$ cat src/verilog/ppm_params.svh
`ifndef PPM_PARAMS_SVH
`define PPM_PARAMS_SVH
`define PPM_MODE_OFF 12'h000
`define PPM_CTRL_OFF 12'h004
`define PPM_ADDR_OFF 12'h008
`define PPM_DOUT_OFF 12'h00C
`define PPM_DIN_OFF 12'h010
`define PPM_STAT_OFF 12'h014
`define PPM_MASK_OFF 12'h018
`define PPM_BUSY_BIT 15
`define PPM_INTERRUPT_REQUEST_MODE_LSB 13
`define PPM_ADDRESS_STEP_MODE_LSB 11
`define PPM_MODE_LSB 8
`define PPM_SETUP_WAIT_FIELD_LSB 6
`define PPM_STROBE_WAIT_FIELD_LSB 2
`define PPM_END_WAIT_FIELD_LSB 0
`define PPM_MODE_WMASK 32'h00007BFF
`define PPM_CTRL_EN_BIT 15
`define PPM_CTRL_CSF_LSB 6
`define PPM_CTRL_WMASK 32'h000080C0
`define PPM_CTRL_GO_BIT 0
`define PPM_CTRL_DIR_BIT 1
`define PPM_CSF_CHIPSEL 2'h2
`endif

$ cat src/verilog/ppm_pkg.sv
package ppm_pkg;
	typedef enum logic [4:0] {
		PPM_IDLE = 5'h01,
		PPM_ADDR = 5'h02,
		PPM_SETUP = 5'h04,
		PPM_STROBE = 5'h08,
		PPM_HOLD = 5'h10
	} ppm_state_t;
	typedef enum logic [1:0] {
		PPM_PM_LEGACY = 2'h0,
		PPM_PM_ENH = 2'h1,
		PPM_PM_MASTER2 = 2'h2,
		PPM_PM_MASTER1 = 2'h3
	} ppm_port_mode_t;
	typedef enum logic [1:0] {
		PPM_IRQ_NONE = 2'h0,
		PPM_IRQ_CYCLE = 2'h1,
		PPM_IRQ_BUF3 = 2'h2,
		PPM_IRQ_RSVD = 2'h3
	} ppm_irq_mode_t;
	typedef enum logic [1:0] {
		PPM_INC_NONE = 2'h0,
		PPM_INC_UP = 2'h1,
		PPM_INC_DOWN = 2'h2,
		PPM_INC_BUF = 2'h3
	} ppm_inc_mode_t;
endpackage

$ cat src/verilog/ppm_core.sv
`timescale 1ns/1ps
`include "ppm_params.svh"
module ppm_core
	import ppm_pkg::*;
#(
	parameter int ADDR_W = 16
) (
	input wire logic clock_in,
	input wire logic sys_rst_in,
	input wire logic psel_in,
	input wire logic penable_in,
	input wire logic pwrite_in,
	input wire logic [11:0] paddr_in,
	input wire logic [31:0] pwdata_in,
	output logic [31:0] prdata_out,
	output logic pready_out,
	output logic pslverr_out,
	output logic irq_out,
	output logic [ADDR_W-1:0] port_address_lines_out,
	output logic [ADDR_W-1:0] port_address_lines_oe_out,
	input wire logic [1:0] port_address_lines_in,
	output logic [7:0] port_data_bus_out,
	output logic port_data_bus_oe_out,
	input wire logic [7:0] port_data_bus_in,
	output logic read_strobe_out,
	output logic read_strobe_oe_out,
	input wire logic read_strobe_in,
	output logic write_strobe_out,
	output logic write_strobe_oe_out,
	input wire logic write_strobe_in,
	output logic enable_strobe_out,
	output logic chip_select_out,
	output logic chip_select_oe_out,
	input wire logic chip_select_in
);
	initial begin
		if (ADDR_W != 16) $error("ppm_core: ADDR_W must be 16");
	end

	ppm_state_t state_reg, state_next;
	logic [14:0] mode_reg;
	logic [15:0] ctrl_reg;
	logic [15:0] addr_reg;
	logic [7:0] dout_reg;
	logic [7:0] din_reg;
	logic [1:0] stat_reg;
	logic [1:0] mask_reg;
	logic [3:0] cnt_reg;
	logic dir_rd_reg;
	logic [7:0] rbuf_reg [4];
	logic [7:0] wbuf_reg [4];
	logic [1:0] rptr_reg;
	logic [1:0] wptr_reg;
	logic [7:0] data_out_reg;
	logic [4:0] sync1_reg, sync2_reg, prev_reg;

	// Field extraction
	wire [1:0] interrupt_request_mode = mode_reg[`PPM_INTERRUPT_REQUEST_MODE_LSB +: 2];
	wire [1:0] address_step_mode = mode_reg[`PPM_ADDRESS_STEP_MODE_LSB +: 2];
	wire [1:0] pmode = mode_reg[`PPM_MODE_LSB +: 2];
	wire [1:0] setup_wait_field = mode_reg[`PPM_SETUP_WAIT_FIELD_LSB +: 2];
	wire [3:0] strobe_wait_field = mode_reg[`PPM_STROBE_WAIT_FIELD_LSB +: 4];
	wire [1:0] end_wait_field = mode_reg[`PPM_END_WAIT_FIELD_LSB +: 2];
	wire port_en = ctrl_reg[`PPM_CTRL_EN_BIT];
	wire cs_is_sel = ctrl_reg[`PPM_CTRL_CSF_LSB +: 2] == `PPM_CSF_CHIPSEL;
	wire is_master = pmode[1];
	wire busy = state_reg != PPM_IDLE;

	// APB decode; answers in the access cycle, no waits
	wire apb_wr = psel_in && penable_in && pwrite_in;
	wire apb_rd = psel_in && penable_in && !pwrite_in;
	wire hit_mode = paddr_in == `PPM_MODE_OFF;
	wire hit_ctrl = paddr_in == `PPM_CTRL_OFF;
	wire hit_addr = paddr_in == `PPM_ADDR_OFF;
	wire hit_dout = paddr_in == `PPM_DOUT_OFF;
	wire hit_din = paddr_in == `PPM_DIN_OFF;
	wire hit_stat = paddr_in == `PPM_STAT_OFF;
	wire hit_mask = paddr_in == `PPM_MASK_OFF;
	wire hit_any = hit_mode | hit_ctrl | hit_addr | hit_dout | hit_din | hit_stat | hit_mask;
	assign pready_out = 1'b1;
	assign pslverr_out = psel_in && penable_in && !hit_any;
	wire go = apb_wr && hit_ctrl && pwdata_in[`PPM_CTRL_GO_BIT];
	// Enable taken from the same write, so one write can enable and start
	wire start = go && pwdata_in[`PPM_CTRL_EN_BIT] && is_master && !busy;
	// Write masks applied at full width, then cut to the stored bits
	wire [31:0] mode_wdata = pwdata_in & `PPM_MODE_WMASK;
	wire [31:0] ctrl_wdata = pwdata_in & `PPM_CTRL_WMASK;

	// Timing: field value plus one, strobe-zero overrides
	wire wm_zero = strobe_wait_field == 4'h0;
	wire [3:0] setup_len = wm_zero ? 4'h0 : {2'b00, setup_wait_field};
	wire [3:0] strobe_len = strobe_wait_field;
	// Read with zero strobe field ends at the strobe, no hold
	wire skip_hold = wm_zero && dir_rd_reg;
	wire [3:0] hold_len = wm_zero ? 4'h0 : {2'b00, end_wait_field};
	wire cnt_done = cnt_reg == 4'h0;

	// Master sequence
	always_comb begin
		state_next = state_reg;
		case (state_reg)
			PPM_IDLE: if (start) state_next = PPM_ADDR;
			PPM_ADDR: if (cnt_done) state_next = PPM_SETUP;
			PPM_SETUP: if (cnt_done) state_next = PPM_STROBE;
			PPM_STROBE: if (cnt_done) state_next = skip_hold ? PPM_IDLE : PPM_HOLD;
			PPM_HOLD: if (cnt_done) state_next = PPM_IDLE;
			default: state_next = PPM_IDLE;
		endcase
	end
	wire cycle_end = (state_reg == PPM_STROBE && cnt_done && skip_hold) ||
		(state_reg == PPM_HOLD && cnt_done);

	// Address stepping; bit 14 skipped when chip select follows busy
	// Bits 10:2 and 14 form one counter, carry skips 13:11
	wire [9:0] step_in = {addr_reg[14], addr_reg[10:2]};
	wire [9:0] step_up = step_in + 10'h001;
	wire [9:0] step_dn = step_in - 10'h001;
	wire [9:0] step_sel = (address_step_mode == PPM_INC_UP) ? step_up :
		(address_step_mode == PPM_INC_DOWN) ? step_dn : step_in;
	wire step_en = address_step_mode == PPM_INC_UP || address_step_mode == PPM_INC_DOWN;
	wire [15:0] addr_stepped = {addr_reg[15], cs_is_sel ? addr_reg[14] : step_sel[9],
		addr_reg[13:11], step_sel[8:0], addr_reg[1:0]};

	// Slave pin synchronisers: cs, rd, wr, a1, a0
	// Host pins cross two flops; a third stage gives the edge
	wire [4:0] pins_raw = {chip_select_in, read_strobe_in, write_strobe_in, port_address_lines_in};
	wire slave_on = port_en && !is_master;
	wire s_cs = sync2_reg[4];
	wire s_rd_rise = s_cs && sync2_reg[3] && !prev_reg[3];
	wire s_wr_fall = s_cs && !sync2_reg[2] && prev_reg[2];
	// Legacy slave ignores address pins; enhanced uses two address inputs
	wire [1:0] s_idx = (pmode == PPM_PM_ENH) ? sync2_reg[1:0] :
		(address_step_mode == PPM_INC_BUF ? 2'h0 : 2'h0);
	wire buf_step = pmode == PPM_PM_LEGACY && address_step_mode == PPM_INC_BUF;
	wire [1:0] wr_idx = buf_step ? wptr_reg : s_idx;
	wire [1:0] rd_idx = buf_step ? rptr_reg : s_idx;
	wire s_wr_ev = slave_on && s_wr_fall;
	wire s_rd_ev = slave_on && s_rd_rise;
	wire buf3_hit = (s_wr_ev && wr_idx == 2'h3) || (s_rd_ev && rd_idx == 2'h3);

	// Interrupt events, mode 00 and 11 give nothing
	wire ev_cycle = (interrupt_request_mode == PPM_IRQ_CYCLE) && (cycle_end || s_wr_ev || s_rd_ev);
	wire ev_buf = (interrupt_request_mode == PPM_IRQ_BUF3) && buf3_hit;
	wire [1:0] ev_vec = {ev_buf, ev_cycle};
	wire rd_stat = apb_rd && hit_stat;

	// Counter loads on entry to a phase and counts down to zero
	always_ff @(posedge clock_in) begin
		if (sys_rst_in) begin
			state_reg <= PPM_IDLE;
			cnt_reg <= 4'h0;
		end else begin
			state_reg <= state_next;
			case (state_next)
				PPM_ADDR: cnt_reg <= (state_reg == PPM_ADDR) ? cnt_reg - 4'h1 : setup_len;
				PPM_SETUP: cnt_reg <= (state_reg == PPM_SETUP) ? cnt_reg - 4'h1 : setup_len;
				PPM_STROBE: cnt_reg <= (state_reg == PPM_STROBE) ? cnt_reg - 4'h1 : strobe_len;
				PPM_HOLD: cnt_reg <= (state_reg == PPM_HOLD) ? cnt_reg - 4'h1 : hold_len;
				default: cnt_reg <= 4'h0;
			endcase
		end
	end

	// Registers kept in small blocks, one per register
	always_ff @(posedge clock_in) begin
		if (sys_rst_in) begin
			mode_reg <= 15'h0000;
		end else if (apb_wr && hit_mode) begin
			mode_reg <= mode_wdata[14:0];
		end
	end

	always_ff @(posedge clock_in) begin
		if (sys_rst_in) begin
			ctrl_reg <= 16'h0000;
		end else if (apb_wr && hit_ctrl) begin
			ctrl_reg <= ctrl_wdata[15:0];
		end
	end

	always_ff @(posedge clock_in) begin
		if (sys_rst_in) begin
			mask_reg <= 2'h0;
		end else if (apb_wr && hit_mask) begin
			mask_reg <= pwdata_in[1:0];
		end
	end

	always_ff @(posedge clock_in) begin
		if (sys_rst_in) begin
			dout_reg <= 8'h00;
		end else if (apb_wr && hit_dout) begin
			dout_reg <= pwdata_in[7:0];
		end
	end

	always_ff @(posedge clock_in) begin
		if (sys_rst_in) begin
			dir_rd_reg <= 1'b0;
		end else if (start) begin
			dir_rd_reg <= pwdata_in[`PPM_CTRL_DIR_BIT];
		end
	end

	// Address register: software write, then stepped after each cycle in up or down step mode
	// Write while busy is dropped so the running frame keeps its address
	always_ff @(posedge clock_in) begin
		if (sys_rst_in) begin
			addr_reg <= 16'h0000;
		end else if (apb_wr && hit_addr && !busy) begin
			addr_reg <= pwdata_in[15:0];
		end else if (cycle_end && step_en) begin
			addr_reg <= addr_stepped;
		end
	end

	// Status: event set wins over read clear
	// A read in the same cycle as an event keeps the event
	always_ff @(posedge clock_in) begin
		if (sys_rst_in) begin
			stat_reg <= 2'h0;
		end else begin
			stat_reg <= (rd_stat ? 2'h0 : stat_reg) | ev_vec;
		end
	end
	assign irq_out = |(stat_reg & mask_reg);

	// Read data captured at end of a master read strobe
	always_ff @(posedge clock_in) begin
		if (sys_rst_in) begin
			din_reg <= 8'h00;
		end else if (state_reg == PPM_STROBE && cnt_done && dir_rd_reg) begin
			din_reg <= port_data_bus_in;
		end
	end

	always_ff @(posedge clock_in) begin
		if (sys_rst_in) begin
			sync1_reg <= 5'h00;
			sync2_reg <= 5'h00;
			prev_reg <= 5'h00;
		end else begin
			sync1_reg <= pins_raw;
			sync2_reg <= sync1_reg;
			prev_reg <= sync2_reg;
		end
	end

	// Slave buffers, four entries each
	genvar gi;
	generate
		for (gi = 0; gi < 4; gi++) begin : g_buf
			always_ff @(posedge clock_in) begin
				if (sys_rst_in) begin
					wbuf_reg[gi] <= 8'h00;
					rbuf_reg[gi] <= 8'h00;
				end else begin
					if (s_wr_ev && wr_idx == gi) wbuf_reg[gi] <= port_data_bus_in;
					if (apb_wr && hit_din && rd_idx == gi) rbuf_reg[gi] <= pwdata_in[7:0];
				end
			end
		end
	endgenerate

	always_ff @(posedge clock_in) begin
		if (sys_rst_in) begin
			wptr_reg <= 2'h0;
			rptr_reg <= 2'h0;
		end else if (buf_step) begin
			if (s_wr_ev) wptr_reg <= wptr_reg + 2'h1;
			if (s_rd_ev) rptr_reg <= rptr_reg + 2'h1;
		end
	end

	// Pin drive
	// In a write the bus is released only after the hold phase, so data outlives the strobe
	wire in_addr = state_reg == PPM_ADDR;
	wire in_strobe = state_reg == PPM_STROBE;
	wire m_wr_drive = busy && !dir_rd_reg && !in_addr;
	wire s_drive = slave_on && s_cs && sync2_reg[3];
	always_ff @(posedge clock_in) begin
		if (sys_rst_in) begin
			data_out_reg <= 8'h00;
		end else begin
			data_out_reg <= (state_next == PPM_ADDR) ? addr_reg[7:0] :
				is_master ? dout_reg : rbuf_reg[rd_idx];
		end
	end
	assign port_data_bus_out = data_out_reg;
	assign port_data_bus_oe_out = (is_master && (m_wr_drive || in_addr)) || s_drive;
	assign port_address_lines_out = cs_is_sel ? {1'b0, 1'b0, addr_reg[13:0]} : {1'b0, addr_reg[14:0]};
	assign port_address_lines_oe_out = (port_en && is_master) ? 16'h7FFF : 16'h0000;
	// Mode 11: direction plus enable; mode 10: separate strobes
	wire m1 = pmode == PPM_PM_MASTER1;
	// Strobes idle low, except the mode 11 direction after a read, and a disabled port starts no access
	assign read_strobe_out = m1 ? port_en && dir_rd_reg : in_strobe && dir_rd_reg;
	assign write_strobe_out = m1 ? 1'b0 : in_strobe && !dir_rd_reg;
	assign enable_strobe_out = m1 && in_strobe;
	assign read_strobe_oe_out = port_en && is_master;
	assign write_strobe_oe_out = port_en && is_master && !m1;
	assign chip_select_out = cs_is_sel ? busy : addr_reg[14];
	assign chip_select_oe_out = port_en && is_master;

	// Register read mux
	wire [31:0] mode_rd = {16'h0000, busy, mode_reg};
	wire [31:0] ctrl_rd = {16'h0000, ctrl_reg};
	wire [31:0] addr_rd = {16'h0000, addr_reg};
	wire [31:0] dout_rd = {24'h000000, dout_reg};
	wire [31:0] din_rd = {24'h000000, is_master ? din_reg : wbuf_reg[wr_idx]};
	wire [31:0] stat_rd = {30'h0, stat_reg};
	wire [31:0] mask_rd = {30'h0, mask_reg};
	always_comb begin
		prdata_out = 32'h00000000;
		if (hit_mode) prdata_out = mode_rd;
		else if (hit_ctrl) prdata_out = ctrl_rd;
		else if (hit_addr) prdata_out = addr_rd;
		else if (hit_dout) prdata_out = dout_rd;
		else if (hit_din) prdata_out = din_rd;
		else if (hit_stat) prdata_out = stat_rd;
		else if (hit_mask) prdata_out = mask_rd;
	end
endmodule

$ cat config.mk
export PLATFORM = sky130hd
export DESIGN_NAME = ppm_core
export DESIGN_NICKNAME = d
export VERILOG_FILES = /design/src/verilog/ppm_pkg.sv /design/src/verilog/ppm_core.sv
export VERILOG_INCLUDE_DIRS = /design/src /design/src/verilog
export SDC_FILE = /design/constraint.sdc
export NUM_CORES = 1
export LEC_CHECK = 0
export BUFFER_PORTS_ARGS = -buffer_cell sky130_fd_sc_hd__buf_2
export CORE_MARGIN = 1.5
export CORE_UTILIZATION = 56
export DETAILED_ROUTE_END_ITERATION = 8
export GPL_ROUTABILITY_DRIVEN = 0
export PLACE_DENSITY = 0.85
export SYNTH_ARGS = -nofsm -noshare
export SYNTH_HDL_FRONTEND = slang
export SYNTH_SLANG_ARGS = --single-unit
$ cat constraint.sdc
create_clock -name clock_in -period 2.75 [get_ports clock_in]
set_input_delay 0.1375 -clock clock_in [delete_from_list [all_inputs] [get_ports clock_in]]
set_output_delay 0.1375 -clock clock_in [all_outputs]
set_load 0.03 [all_outputs]
# Word-level counts from Yosys, hierarchy flattened
# Memories as Yosys holds them, arrays and structs flattened.
# Index checks and enable logic that the tools add are counted.
# totals
in_bits	62
regBits	89
mem_bits_rw	64
n_memories	2
elab_cells	225
output_inout_bits	83
# mem_list
memory	words	word_bits	read_ports	rd_ports_with_merged_regs	wr	line_no	rtl
rbuf_reg	4	8	1	0	4	ppm_core.sv:50	logic [7:0] rbuf_reg [4];
wbuf_reg	4	8	1	0	4	ppm_core.sv:51	logic [7:0] wbuf_reg [4];
# op_classes
muxes	72
reduce_logical	81
add_sub_neg	5
n_eq_ne	31
n_bitwise	16
# ops
cell	n
$mux 8	13
$mux 16	4
$logic_and 1x1->1	52
$mux 15	3
$eq 12x5->1 const B	3
$mux 1	30
$mux 5	6
$pmux 5 s5	1
$eq 12x4->1 const B	2
$mux 10	2
$eq 2x2->1 const B	9
$mux 2	8
$mux 4	4
$pmux 4 s4	1
$or 1x1->1	14
$eq 12x3->1 const B	1
$logic_not 12->1	1
$add 10x1->10 const B	1
$eq 2x1->1 const B	5
$eq 5x2->1 const B	2
$eq 5x3->1 const B	2
$eq 5x4->1 const B	2
$eq 5x5->1 const B	2
$sub 10x1->10 const B	1
other kinds (16)	36

# Logic depth before layout (Yosys ltp)
# logic_depth
depth_word	11
depth_mapped	10
ltp_nobuf	10

# Least setup slack after synthesis
# Ideal clock, no wire load.
# synth_timing
path_kind	register to output
from	reg mode_reg[11]
to	out prdata_out[0]
path_slack_ns	0.147
path_buffers	1
arrival_ns	2.466
stages_incl_launch_ff	8
cell_sequence	dfxtp_1 > ha_1 > nand3b_1 > a21oi_1 > buf_2 > mux2i_1 > nor3_1 > o21ai_0
# synth_between
elab_chain_len	10
# synth_lines
element	line_no	rtl
from (decl)	ppm_core.sv:41	logic [14:0] mode_reg;
from (signal assigned)	ppm_core.sv:169	mode_reg <= mode_wdata[14:0];
$eq 2x2->1	ppm_core.sv:134	wire buf_step = pmode == PPM_PM_LEGACY && address_step_mode == PPM_INC_BUF;
$logic_and 1x1->1	ppm_core.sv:134	
$mux 2	ppm_core.sv:135	wire [1:0] wr_idx = buf_step ? wptr_reg : s_idx;
$mem_v2 4x8	n/a	
$mux 8	ppm_core.sv:309	wire [31:0] din_rd = {24'h000000, is_master ? din_reg : wbuf_reg[wr_idx]};
$mux 8	ppm_core.sv:318	else if (hit_din) prdata_out = din_rd;
$mux 8	ppm_core.sv:317	else if (hit_dout) prdata_out = dout_rd;
$mux 16	ppm_core.sv:316	else if (hit_addr) prdata_out = addr_rd;
$mux 16	ppm_core.sv:315	else if (hit_ctrl) prdata_out = ctrl_rd;
$mux 16	ppm_core.sv:314	if (hit_mode) prdata_out = mode_rd;
to (decl)	ppm_core.sv:15	output logic [31:0] prdata_out,
# No other way between the ends.

# Worst setup path after layout
# layout_timing
from	reg mode_reg[11]
to	out prdata_out[2]
# Same word-level chain as after synthesis.

==> impl_metrics.tcl <==
set metrics [dict create \
    status "complete, but fails checks" \
    violations "setup timing" \
    clockBufferDepth 2 \
    synth.area.top_cells "edfxtp_1, dfxtp_1, mux2i_1" \
    period_minus_slack_ns 2.79 \
    synth_ff_type "dfxtp_1" \
    finClkSkew_ns 0.00686 \
    final_nets 1059 \
    hold_violations 0 \
    fmax_ghz 0.359 \
    cts_buffers 17 \
    worstSetupPathType "register to output pin" \
    routed_wl_um 23000 \
    async_flop_share 0 \
    synth_cells 871 \
    drt_pre_antenna_iters 7 \
    power_mw 5.03 \
    critPathCaptureType "output pin" \
    die_w_um 123 \
    num_vias 7225 \
    overflow 0 \
    yosysTopAreaCell "edfxtp_1" \
    hold_class "input pin to register" \
    synth_edf_count 64 \
    ant_nets 0 \
    tightestPinTransition_ns 0.848 \
    drive_above_1_share 0.222 \
    clock-sinks 151 \
    cts.clk_slew.worst_paths_ns 0.06 \
    antenna_cells 0 \
    ys_ff_latch 151 \
    synth.most_common_cell "nand2_1" \
    cap_violations 0 \
    ioPinCount 145 \
    fp.dieH_um 123 \
    fin_ws_ns -0.0388 \
    cts_max_level 4 \
    cts_tree "yes" \
    final_area_um2 9570 \
    avgSynthCellArea_um2 9.26 \
    ys_warn_count 0 \
    synth_common_cells "nand2_1, dfxtp_1, nor2_1" \
    ir_drop_mv 0.430 \
    start_kind "register" \
    antenna_found_initial 0 \
    required_ns 2.61 \
    area_delta_synth_final_pct 18.6 \
    drt_iter0_markers 883 \
    cp_max_fo 6 \
    grt_pass1_vias 6563 \
    grt_start_max_net_pins 47 \
    ctsRootBufferMaster "clkbuf_16" \
    gr-usage-met1 0.397 \
    dieArea_um2 15100 \
    wl_per_cell_um 19.5 \
    yosysTopAreaCellShare 0.238 \
    clk_latency_ns 0.43 \
    powerDensity_nw_per_um2 526 \
    drc_errors 0 \
    rsz0062_at_grt "true" \
    busiest_layer "met2" \
    grt_pass1_wl_um 34300 \
    timing.final.crit_share 1.01 \
    grt_use_met3 0.0683 \
    cp_data_arrival_time_ns 2.65 \
    start_util 0.577 \
    via_per_inst 6.14 \
    place_hpwl_um 15700 \
    setup_viol 6 \
    synth_area_um2 8070 \
    core_area_um2 14000 \
    rows 43 \
    slew_headroom 0.430 \
    power_leakage_nw 3.99 \
    ys_seq_area_frac 0.454 \
    use_met2 0.480 \
    whs_ns 0.0219 \
    utilization 0.684 \
    slew_violations 0 \
    port_buffers 109 \
    placement.cell_area_um2 8660 \
    grt_usage 0.304 \
    ys_types 66 \
]
what timing repair did:
| action | 4_1_cts | 5_1_grt |
|---|---|---|
| hold buffers | 12 | 0 |
| pin swaps | 2 | 6 |
| endpoints found under the setup margin | 7 | 10 |
| gates cloned | 0 | 1 |
| endpoints found under the hold margin | 16 | 0 |
| setup buffers | 4 | 2 |
| resized for setup | 8 | 25 |
final timing paths:
| check | startpoint | to | slack [ns] | depth (start not counted) |
|---|---|---|---|---|
| worst max-delay path | mode_reg[11] | prdata_out[2] | -0.04 | 10 |
| worst min-delay path | port_data_bus_in[6] | din_reg[6] | 0.02 | 3 |
| worst max register to register | mode_reg[12] | addr_reg[14] | 0.23 | 11 |
| worst min register to register | sync1_reg[2] | sync2_reg[2] | 0.45 | 1 |
logic make-up after synthesis:
| group | synth area share |
|---|---|
| AO/OA/AOI/OAI | 0.132 |
| adder cells (fa/ha/maj) | 0.0211 |
| AND/OR/NAND/NOR | 0.236 |
| XOR/XNOR | 0.0152 |
| buffers and inverters | 0.0713 |
| flip-flops | 0.454 |
| other | 0.000931 |
| multiplexers | 0.0693 |
per-stage QoR:
| step | std cells | worst slack (ns) | TNS, ns |
|---|---|---|---|
| after floorplan | 888 | 0.147 | 0 |
| final | 1177 | -0.0388 | -0.105 |
| after global placement | 1126 | 0.193 | 0 |
| after detailed placement | 1126 | 0.0511 | 0 |
| after global routing | 1177 | -0.130 | -0.479 |
| after CTS | 1174 | 0.000337 | 0 |
cell usage in the layout, fill, tap and decap left out, drive strengths merged, types with 15 or more instances in the layout:
cell,instances
buf,152
o21ai,27
nor2b,18
edfxtp,64
nand3,29
nor3,18
mux2i,48
conb,19
nor2,72
inv,15
dfxtp,87
nand2,107
a21oi,67
clkbuf,19
and2,70
where the power goes:
group | switching (mW) | internal [mW]
Combinational | 0.162 | 0.0717
Sequential | 0.0139 | 2.37
Clock | 0.959 | 1.46
Total | 1.14 | 3.90
worst max-delay path, stage by stage (launching register included):
cell and delay, ns:
dfxtp_4 0.38, ha_4 0.16, nand3b_1 0.16, a21oi_4 0.20, buf_12 0.14, buf_6 0.15
mux2i_2 0.25, nor2_1 0.08, a2111oi_2 0.32, nor2_1 0.16, buf_2 0.20
area by class of cell:
| cell class | instances | area [um2] |
|---|---|---|
| clock inverter | 14 | 170 |
| multi-input combinational | 638 | 3980 |
| timing repair buffer | 165 | 1040 |
| clock buffer | 18 | 439 |
| inverter | 11 | 41.3 |
| tap | 180 | 225 |
| sequential | 151 | 3670 |
| fill | 1043 | 4420 |
layer usage:
layer  share of wire  up-vias
met4           0.042        0
li1                -     3257
met1            0.38     3388
met2            0.47      490
met5               0        -
met3            0.11       90
Power figures use the tool's default switching activity.
